`src/hw/dsfd_pkg.sv`:
```
package dsfd_pkg;
    // Serial word layout
    localparam int WORD_W    = 24;
    localparam int MODE_HI   = 23;
    localparam int MODE_LO   = 22;
    localparam int CODE_HI   = 21;
    localparam int CODE_LO   = 16;
    localparam int PAY_W     = 16;
    localparam int OFS_W     = 14;
    localparam int ABS_W     = 8;
    localparam int ABS_N     = 4;
    localparam int CNT_W     = 5;
    localparam logic [1:0] MODE_SPECIAL = 2'h0;

    // Control register field positions
    localparam int CTRL_PD_BIT   = 0;
    localparam int CTRL_TSD_BIT  = 1;
    localparam int CTRL_BANK_BIT = 2;
    localparam int CTRL_RSV_BIT  = 3;
    localparam int CTRL_OVT_BIT  = 4;

    // Function codes
    localparam logic [5:0] FC_NOP   = 6'h00;
    localparam logic [5:0] FC_CTRL  = 6'h01;
    localparam logic [5:0] FC_OFFSET_DAC_ZERO_DATA  = 6'h02;
    localparam logic [5:0] FC_OFFSET_DAC_ONE_DATA  = 6'h03;
    localparam logic [5:0] FC_RBSEL = 6'h05;
    localparam logic [5:0] FC_ABS0  = 6'h06;
    localparam logic [5:0] FC_ABALL = 6'h0b;

    // Readback address fields, payload bits 15..7
    localparam int RB_KIND_HI = 15;
    localparam int RB_KIND_LO = 13;
    localparam int RB_ADDR_HI = 12;
    localparam int RB_ADDR_LO = 7;
    localparam logic [8:0] RBA_CTRL = 9'h101;
    localparam logic [8:0] RBA_OFFSET_DAC_ZERO_DATA = 9'h102;
    localparam logic [8:0] RBA_OFFSET_DAC_ONE_DATA = 9'h103;
    localparam logic [8:0] RBA_ABS0 = 9'h106;

    // Reset values
    localparam logic [2:0]       CTRL_RST = 3'h0;
    localparam logic [OFS_W-1:0] OFS_RST  = 14'h0000;
    localparam logic [ABS_W-1:0] ABS_RST  = 8'h00;

    // Readback source
    typedef enum logic [2:0] {
        RB_NONE = 3'b000,
        RB_CHAN = 3'b001,
        RB_CTRL = 3'b010,
        RB_OFFSET_DAC_ZERO_DATA = 3'b011,
        RB_OFFSET_DAC_ONE_DATA = 3'b100,
        RB_ABS  = 3'b101
    } dsfd_rb_src_t;
endpackage

```
`src/hw/dsfd_sync.sv`:
```
`timescale 1ns/1ps
`default_nettype none
module dsfd_sync #(
    parameter int           W       = 1,
    parameter logic [W-1:0] RST_VAL = '0
) (
    input  wire logic         clock,
    input  wire logic         rst_b,
    input  wire logic [W-1:0] async_in,
    output logic      [W-1:0] sync_out
);
    logic [W-1:0] meta_q;

    // Two stages; the first is read only by the second.
    // Reset to the pin's idle level so no false edge follows reset
    always_ff @(posedge clock) begin
        if (!rst_b) begin
            meta_q   <= RST_VAL;
            sync_out <= RST_VAL;
        end else begin
            meta_q   <= async_in;
            sync_out <= meta_q;
        end
    end
endmodule
`default_nettype wire

```
`src/hw/dsfd_rx.sv`:
```
`timescale 1ns/1ps
`default_nettype none
module dsfd_rx
    import dsfd_pkg::*;
(
    input  wire logic              clock,
    input  wire logic              rst_b,
    input  wire logic              in_frame,
    input  wire logic              bit_strobe,
    input  wire logic              bit_in,
    output logic      [WORD_W-1:0] word_q,
    output logic                   word_vld_q
);
    logic [WORD_W-1:0] shift_q;
    logic [CNT_W-1:0]  cnt_q;
    wire               last_bit = (cnt_q == CNT_W'(WORD_W - 1));
    wire  [WORD_W-1:0] shift_d  = {shift_q[WORD_W-2:0], bit_in};

    // Bits beyond the 24th in one frame are dropped
    always_ff @(posedge clock) begin
        if (!rst_b) begin
            shift_q    <= '0;
            cnt_q      <= '0;
            word_q     <= '0;
            word_vld_q <= 1'b0;
        end else begin
            word_vld_q <= 1'b0;
            if (!in_frame) begin
                cnt_q <= '0;
            end else if (bit_strobe && cnt_q < CNT_W'(WORD_W)) begin
                shift_q <= shift_d;
                cnt_q   <= cnt_q + 1'b1;
                if (last_bit) begin
                    word_q     <= shift_d;
                    word_vld_q <= 1'b1;
                end
            end
        end
    end
endmodule
`default_nettype wire

```
`src/hw/dsfd_top.sv`:
```
// Overview of operation
// - Word with both mode bits zero is a special-function command.
// - Bits 21..16 hold function code, bits 15..0 the payload.
// - Channel data goes to input register A if bank bit 0, else B.
// - Code 000001 writes control; bit 4 overtemperature is never stored.
// - Control bit 2 picks input register B when 1, A when 0.
// - Control bit 1 enables thermal shutdown mode.
// - Control bit 0 sets software power-down.
// - Code 000010 loads low 14 payload bits into offset DAC 0.
// - Code 000011 loads low 14 payload bits into offset DAC 1.
// - Code 000101 latches readback address for the next transfer.
// - Codes 000110 to 001001 write low byte to source select 0..3.
// - Code 001011 writes low byte into all four source selects.
// - Readback bits 15..13 000..011 pick channel A, B, offset, gain.
// - Readback 100000110..100001001 picks source select 0..3.
// - Payload bits 6..0 are ignored for readback select.
`timescale 1ns/1ps
`default_nettype none
module dsfd_top
    import dsfd_pkg::*;
(
    input  wire logic                        clock,
    input  wire logic                        rst_b,
    input  wire logic                        sclk,
    input  wire logic                        sync_b,
    input  wire logic                        sdi,
    input  wire logic                        overtemp,
    input  wire logic [PAY_W-1:0]            chan_rb_data,
    output logic                             sdo_q,
    output logic                             bank_sel_q,
    output logic                             thermal_sd_en_q,
    output logic                             soft_pd_q,
    output logic      [OFS_W-1:0]            offset_dac_zero_data_q,
    output logic      [OFS_W-1:0]            offset_dac_one_data_q,
    output logic      [ABS_N-1:0][ABS_W-1:0] bank_source_select_q,
    output logic      [WORD_W-1:0]           chan_word_q,
    output logic                             chan_wr_a_q,
    output logic                             chan_wr_b_q,
    output logic      [1:0]                  rb_chan_kind_q,
    output logic      [5:0]                  rb_chan_addr_q
);
    // Pin synchronisers; sclk is slow enough to sample
    logic [3:0] pins_s;
    logic       sclk_d_q;
    logic       frame_d_q;

    // sclk idles high, so its stage resets high
    dsfd_sync #(.W(4), .RST_VAL(4'h8)) u_sync (
        .clock    (clock),
        .rst_b    (rst_b),
        .async_in ({sclk, ~sync_b, sdi, overtemp}),
        .sync_out (pins_s)
    );

    wire sclk_s     = pins_s[3];
    wire in_frame   = pins_s[2];
    wire sdi_s      = pins_s[1];
    wire ovt_s      = pins_s[0];
    wire sclk_fall  = sclk_d_q & ~sclk_s;
    wire sclk_rise  = ~sclk_d_q & sclk_s;
    wire frame_open = in_frame & ~frame_d_q;

    // Edge history
    always_ff @(posedge clock) begin
        if (!rst_b) begin
            sclk_d_q  <= 1'b1;
            frame_d_q <= 1'b0;
        end else begin
            sclk_d_q  <= sclk_s;
            frame_d_q <= in_frame;
        end
    end

    logic [WORD_W-1:0] word;
    logic              word_vld;

    dsfd_rx u_rx (
        .clock      (clock),
        .rst_b      (rst_b),
        .in_frame   (in_frame),
        .bit_strobe (sclk_fall),
        .bit_in     (sdi_s),
        .word_q     (word),
        .word_vld_q (word_vld)
    );

    // Command decode
    // special word test
    wire             is_special = (word[MODE_HI:MODE_LO] == MODE_SPECIAL);
    wire [5:0]       code       = word[CODE_HI:CODE_LO];
    wire [PAY_W-1:0] pay        = word[PAY_W-1:0];
    wire             sf_vld     = word_vld & is_special;
    wire             wr_ctrl    = sf_vld & (code == FC_CTRL);
    wire             wr_offset_dac_zero_data    = sf_vld & (code == FC_OFFSET_DAC_ZERO_DATA);
    wire             wr_offset_dac_one_data    = sf_vld & (code == FC_OFFSET_DAC_ONE_DATA);
    wire             wr_rbsel   = sf_vld & (code == FC_RBSEL);
    wire             wr_aball   = sf_vld & (code == FC_ABALL);

    // Readback address decode
    function automatic dsfd_rb_src_t rb_decode(input logic [PAY_W-1:0] p);
        logic [8:0] a;
        a = p[RB_KIND_HI:RB_ADDR_LO];
        if (!p[RB_KIND_HI])
            rb_decode = (p[RB_KIND_HI-1:RB_KIND_LO] <= 2'h3) ? RB_CHAN : RB_NONE;
        else if (a == RBA_CTRL)
            rb_decode = RB_CTRL;
        else if (a == RBA_OFFSET_DAC_ZERO_DATA)
            rb_decode = RB_OFFSET_DAC_ZERO_DATA;
        else if (a == RBA_OFFSET_DAC_ONE_DATA)
            rb_decode = RB_OFFSET_DAC_ONE_DATA;
        else if (a >= RBA_ABS0 && a <= RBA_ABS0 + 9'h003)
            rb_decode = RB_ABS;
        else
            rb_decode = RB_NONE;
    endfunction

    // low payload bits never reach the decode
    wire dsfd_rb_src_t rb_src_d  = rb_decode(pay);
    wire [1:0]         rb_abs_d  = 2'(pay[RB_ADDR_LO+1:RB_ADDR_LO] - RBA_ABS0[1:0]);

    // Control register
    always_ff @(posedge clock) begin
        if (!rst_b) begin
            {bank_sel_q, thermal_sd_en_q, soft_pd_q} <= CTRL_RST;
        end else if (wr_ctrl) begin
            // bits 4 and 3 are not stored
            bank_sel_q      <= pay[CTRL_BANK_BIT];
            thermal_sd_en_q <= pay[CTRL_TSD_BIT];
            soft_pd_q       <= pay[CTRL_PD_BIT];
        end
    end

    // Offset DAC registers, top two payload bits dropped
    always_ff @(posedge clock) begin
        if (!rst_b) begin
            offset_dac_zero_data_q <= OFS_RST;
            offset_dac_one_data_q  <= OFS_RST;
        end else begin
            if (wr_offset_dac_zero_data)
                offset_dac_zero_data_q <= pay[OFS_W-1:0];
            if (wr_offset_dac_one_data)
                offset_dac_one_data_q <= pay[OFS_W-1:0];
        end
    end

    // Source select registers, one per code or all at once
    genvar gi;
    generate
        for (gi = 0; gi < ABS_N; gi++) begin : g_abs
            wire hit = sf_vld & ((code == FC_ABS0 + 6'(gi)) | (code == FC_ABALL));
            always_ff @(posedge clock) begin
                if (!rst_b)
                    bank_source_select_q[gi] <= ABS_RST;
                else if (hit)
                    bank_source_select_q[gi] <= pay[ABS_W-1:0];
            end
        end
    endgenerate

    // Readback selection; armed until the following word completes
    dsfd_rb_src_t rb_src_q;
    logic [1:0]   rb_abs_q;
    logic         rb_armed_q;

    // latch the address, reserved ones arm nothing
    always_ff @(posedge clock) begin
        if (!rst_b) begin
            rb_src_q       <= RB_NONE;
            rb_abs_q       <= 2'h0;
            rb_armed_q     <= 1'b0;
            rb_chan_kind_q <= 2'h0;
            rb_chan_addr_q <= 6'h00;
        end else if (wr_rbsel) begin
            rb_src_q       <= rb_src_d;
            rb_abs_q       <= rb_abs_d;
            rb_armed_q     <= (rb_src_d != RB_NONE);
            rb_chan_kind_q <= pay[RB_KIND_LO+1:RB_KIND_LO];
            rb_chan_addr_q <= pay[RB_ADDR_HI:RB_ADDR_LO];
        end else if (word_vld) begin
            rb_armed_q <= 1'b0;
        end
    end

    // Readback value, right-justified in the 24-bit frame
    // live overtemperature in bit 4, reserved bit 3 reads 0
    wire [4:0]       ctrl_rd = {ovt_s, 1'b0, bank_sel_q, thermal_sd_en_q, soft_pd_q};
    logic [PAY_W-1:0] rb_val;
    always_comb begin
        case (rb_src_q)
            RB_CHAN: rb_val = chan_rb_data;
            RB_CTRL: rb_val = PAY_W'(ctrl_rd);
            RB_OFFSET_DAC_ZERO_DATA: rb_val = PAY_W'(offset_dac_zero_data_q);
            RB_OFFSET_DAC_ONE_DATA: rb_val = PAY_W'(offset_dac_one_data_q);
            RB_ABS:  rb_val = PAY_W'(bank_source_select_q[rb_abs_q]);
            default: rb_val = '0;
        endcase
    end

    // Output shifter: loaded at frame open, shifted on rising sclk
    // data leaves during the frame after the select
    logic [WORD_W-1:0] tx_q;
    always_ff @(posedge clock) begin
        if (!rst_b)
            tx_q <= '0;
        else if (frame_open)
            tx_q <= rb_armed_q ? WORD_W'(rb_val) : '0;
        else if (in_frame && sclk_rise)
            tx_q <= {tx_q[WORD_W-2:0], 1'b0};
    end

    // Quiet low between frames
    always_ff @(posedge clock) begin
        if (!rst_b)
            sdo_q <= 1'b0;
        else
            sdo_q <= in_frame ? tx_q[WORD_W-1] : 1'b0;
    end

    // Channel write routing for the non-special words
    // bank bit steers the input register
    always_ff @(posedge clock) begin
        if (!rst_b) begin
            chan_word_q <= '0;
            chan_wr_a_q <= 1'b0;
            chan_wr_b_q <= 1'b0;
        end else begin
            chan_wr_a_q <= word_vld & ~is_special & ~bank_sel_q;
            chan_wr_b_q <= word_vld & ~is_special & bank_sel_q;
            if (word_vld && !is_special)
                chan_word_q <= word;
        end
    end

    // special words never reach the channel path
    a_special_no_chan: assert property (@(posedge clock) disable iff (!rst_b)
        sf_vld |=> !chan_wr_a_q && !chan_wr_b_q)
        else $error("special word produced a channel write");

    a_chan_route_bank: assert property (@(posedge clock) disable iff (!rst_b)
        (word_vld && !is_special) |=> (chan_wr_b_q == $past(bank_sel_q)) && (chan_wr_a_q != chan_wr_b_q))
        else $error("channel write routed to wrong register");

    // bit 4 of the payload does not land in storage
    a_ctrl_write_load: assert property (@(posedge clock) disable iff (!rst_b)
        wr_ctrl |=> {bank_sel_q, thermal_sd_en_q, soft_pd_q} == $past(pay[2:0]))
        else $error("control register write not stored");

    // power-down holds without a control write
    a_pd_hold: assert property (@(posedge clock) disable iff (!rst_b)
        !wr_ctrl |=> $stable(soft_pd_q) && $stable(thermal_sd_en_q) && $stable(bank_sel_q))
        else $error("control bits changed without a write");

    a_offset_dac_zero_data_load: assert property (@(posedge clock) disable iff (!rst_b)
        wr_offset_dac_zero_data |=> offset_dac_zero_data_q == $past(pay[13:0]))
        else $error("offset DAC 0 not loaded");

    a_offset_dac_one_data_load: assert property (@(posedge clock) disable iff (!rst_b)
        wr_offset_dac_one_data |=> offset_dac_one_data_q == $past(pay[13:0]))
        else $error("offset DAC 1 not loaded");

    // offset DAC 1 holds between writes
    a_offset_dac_one_data_hold: assert property (@(posedge clock) disable iff (!rst_b)
        !wr_offset_dac_one_data |=> $stable(offset_dac_one_data_q))
        else $error("offset DAC 1 changed without a write");

    a_block_write: assert property (@(posedge clock) disable iff (!rst_b)
        wr_aball |=> bank_source_select_q == {ABS_N{$past(pay[ABS_W-1:0])}})
        else $error("block source select write incomplete");

    // a write to source select 0 loads it and leaves source select 1 alone
    a_abs_single: assert property (@(posedge clock) disable iff (!rst_b)
        (sf_vld && code == FC_ABS0) |=> bank_source_select_q[0] == $past(pay[7:0]) &&
                                        $stable(bank_source_select_q[1]))
        else $error("source select 0 write wrong");

    // offset DAC 0 select arms the following frame
    a_rb_arm: assert property (@(posedge clock) disable iff (!rst_b)
        (wr_rbsel && rb_src_d == RB_OFFSET_DAC_ZERO_DATA) |=> rb_armed_q && rb_src_q == RB_OFFSET_DAC_ZERO_DATA)
        else $error("readback select not latched");

    // arming ends with the word that follows
    a_rb_disarm: assert property (@(posedge clock) disable iff (!rst_b)
        (word_vld && !wr_rbsel) |=> !rb_armed_q)
        else $error("readback stayed armed after a word");

    // a no-op word leaves offset DAC 0, the source selects and power-down alone
    a_nop_no_change: assert property (@(posedge clock) disable iff (!rst_b)
        (sf_vld && code == FC_NOP) |=> $stable(offset_dac_zero_data_q) &&
                                       $stable(bank_source_select_q) && $stable(soft_pd_q))
        else $error("no-op changed state");
endmodule
`default_nettype wire

```
`config.mk`:
```
export PLATFORM = sky130hd
export DESIGN_NAME = dsfd_top
export DESIGN_NICKNAME = d
export VERILOG_FILES = /design/src/hw/dsfd_pkg.sv /design/src/hw/dsfd_sync.sv /design/src/hw/dsfd_rx.sv /design/src/hw/dsfd_top.sv
export SDC_FILE = /design/constraint.sdc
export NUM_CORES = 1
export LEC_CHECK = 0
export BUFFER_PORTS_ARGS = -buffer_cell sky130_fd_sc_hd__buf_2
export CORE_AREA = 4 4 138 114
export CTS_BUF_LIST = sky130_fd_sc_hd__clkbuf_8
export CTS_CLUSTER_SIZE = 25
export DETAILED_ROUTE_END_ITERATION = 10
export DIE_AREA = 0 0 142 118
export PLACE_DENSITY = 0.78
export SYNTH_ARGS = -nofsm -noshare
export SYNTH_HDL_FRONTEND = slang
export SYNTH_HIERARCHICAL = 1
export SYNTH_SLANG_ARGS = --single-unit
```
`constraint.sdc`:
```
create_clock -name clock -period 2.55 [get_ports clock]
set_input_delay 0.51 -clock clock [delete_from_list [all_inputs] [get_ports clock]]
set_output_delay 0.51 -clock clock [all_outputs]
set_load 0.05 [all_outputs]
```
==> flow_summary.toml <==
[run_status]
outcome = "finished, final reports clean"

[synthesis]
ys_types = 57
synth_area_um2 = 7890
yosysWarnings = 6
netlist.area_leader.share = 0.482
yosysTopAreaCell = "dfxtp_1"
syn_nets = 852
syn_area_per_cell_um2 = 9.51
synthFlopType = "dfxtp_1"
synth_area_leaders = "dfxtp_1, mux2i_1, nand2_1"
syn_inst = 829
synthArstFlopShare = 0
ys_seq_area_frac = 0.482
ys_ff_latch = 190
synth_edf_count = 0

[timing]
hold_violations = 0
max_clock_freq_mhz = 472
period_share = 0.830
rsz0062_at_grt = "false"
slew_violations = 0
setup_viol = 0
finalCriticalPeriod_ns = 2.12
tightest_slew_ns = 0.822
relSlewSlack = 0.447
setup-tns-final_ns = 0
finalClockSkew_ns = 0.0127

[critical_path]
crit_family = "simple AND/OR/NAND/NOR gates"
crit_chain = "or4b_4, or4_1, nand2_1, a21boi_1"
crit_path_start_kind = "flip-flop"
cp-end-kind = "flip-flop"
slowest_delay_ns = 0.77
r2r-start = "u_rx/word_vld_q"
r2r_slack_ns = 0.43
reg2reg_to = "offset_dac_zero_data_q[4]"
worst-setup-path-type = "flip-flop to flip-flop"
crit_fanout = 14
cp_num_buf_inv = 0
reg2reg_depth = 4
cp.required_ns = 2.91
slowest_stage = "or4_1"
arrival_ns = 2.48

[pwr]
p_leak_nw = 3.76
powerDensity_nw_per_um2 = 564
peakVddDrop_v = 0.000357

[cells_and_area]
nets = 952
area_growth_pct = 14.5
layout.cells.non_filler = 1126
n_antenna_cell = 0
final_area_um2 = 9020
final_common_cell = "dfxtp_1"
drive_gt1_frac = 0.193
mostFrequentLayoutCells = "dfxtp_1, nand2_1, mux2i_1"
nFillCells = 1209

[clocking]
numCtsBuffers = 17
cts_tree = "done"
cts.reportedPaths.clkPinSlew_ns = 0.09
cts_sinks = 190
cts_max_level = 4
postCtsHoldBufs = 0
postCtsSetupBuffers = 0
clock_latency_ns = 0.47
clk_path_buf_depth = 2
cts_root_buf = "clkbuf_8"
cts_resized = 0

[hold_path]
hold_path_class = "input port to flip-flop"
holdPathStages = 2
hp-start = "sclk"
whs_endpoint = "u_sync/meta_q[3]"

[placement]
detailed_place_hpwl_um = 13800
dpl_cell_area_um2 = 8630
dp_cells = 1094
port_buffers = 119
gp_congestion = 0.869

[global_routing]
use_met1 = 0.351
grt_start_max_net_pins = 65
grt_pass1_vias = 5803
antenna_found_initial = 0
grt_pass1_wl_um = 31400
grt_use_met2 = 0.340
grt_busiest_layer = "met1"
grt_use_met3 = 0.0544
grt_use_total = 0.236
grt-ovfl-total = 0

[detailed_routing]
wl_per_cell_um = 17.6
drc = 0
antenna_left = 0
via_per_inst = 5.60
drt-total-wl_um = 19800
drt_iter0_drc = 565
via_count = 6307
dr.pass1.iters = 5

[floorplanning]
core_um2 = 14200
fp.dieArea_um2 = 16800
rows = 39
fp.dieW_um = 142
initial_utilization = 0.555
die_y_um = 118
io_pins = 120

[flow_run]
maxCapViolCount = 0
worst max-delay path by stage:
stage                                      endpoint  cells past startpoint             from  slack [ns]
after floorplan           offset_dac_one_data_q[10]                      6  u_rx/word_q[23]        0.53
after CTS                 offset_dac_zero_data_q[4]                      4  u_rx/word_vld_q        0.44
after global routing      offset_dac_zero_data_q[6]                      4  u_rx/word_vld_q        0.31
final                     offset_dac_zero_data_q[4]                      4  u_rx/word_vld_q        0.43
after global placement    offset_dac_zero_data_q[9]                      4  u_rx/word_q[23]        0.50
after detailed placement  offset_dac_zero_data_q[7]                      4  u_rx/word_vld_q        0.48
kinds of logic (layout without fill, tap and decap cells):
kind of cell,after synthesis,count (layout),share of synthesized area
AOI/OAI and AO/OA,152,152,0.128
xor gates and xnor gates,4,4,0.00444
adders and majority gates,1,1,0.00159
buffers and inverters,69,182,0.0395
DFF,190,190,0.482
muxes,128,128,0.162
and+or+nand+nor,285,285,0.182
where the power goes:
| part | switching [mW] | internal, mW |
|---|---|---|
| registers | 0.00918 | 2.98 |
| clock network | 1.03 | 0.938 |
| logic | 0.0728 | 0.0606 |
metrics by stage:
step                       util  hold WS [ns]  worst slack [ns]  power [mW]
final                     0.636         0.234             0.432        5.09
after global routing      0.636         0.205             0.307        5.25
after CTS                 0.636         0.218             0.441        5.11
after detailed placement  0.608         0.396             0.484        3.19
after global placement    0.608         0.395             0.505        3.19
after floorplan               -         0.386             0.534        3.14
worst reg2reg max path, delay by kind of cell (launching register included):
kind             cells  cell delay, ns
flip-flops           1            0.42
AND/OR/NAND/NOR      3            1.52
AO/OA/AOI/OAI        1            0.08
metal layers:
metal  vias to the layer above  part of all wire
met1                      3021              0.48
li1                       3040                 -
met2                       216              0.43
met4                         0             0.019
met5                         -                 0
met3                        30             0.074
layout make-up:
cell class,instances,area [um2],share of cell area
repair buffers,142,796,0.0882
well taps,184,230,0.0255
multi-input cells,570,3770,0.418
flip-flops and latches,190,3800,0.421
inverters,8,30.0,0.00333
clock buffers,20,275,0.0305
clock inverters,12,120,0.0133
Yosys cell counts (all sizes together), types with 3 or more instances:
master / instances
buf: 14
a22oi: 6
nand2: 157
nand2b: 9
dfxtp: 190
o22ai: 7
nor2b: 58
o21ai: 41
a21boi: 51
clkbuf: 47
inv: 8
mux2i: 128
nand3: 5
and3: 4
nor2: 12
nor4: 3
o32ai: 3
and2: 12
nor3: 4
o2bb2ai: 10
o31ai: 4
a21oi: 20
nor3b: 3
nand3b: 3
registers in the layout (all words and copies together) (netlist names), 2 cells and up:
| signal | cells |
|---|---|
| u_rx/shift_q | 23 |
| rb_chan_kind_q | 2 |
| rb_chan_addr_q | 6 |
| u_rx/cnt_q | 5 |
| rb_src_q | 3 |
| chan_word_q | 24 |
| u_sync/meta_q | 4 |
| offset_dac_zero_data_q | 14 |
| u_sync/sync_out | 4 |
| offset_dac_one_data_q | 14 |
| bank_source_select_q | 32 |
| tx_q | 24 |
| u_rx/word_q | 24 |
(Power assumes the default switching activity.)
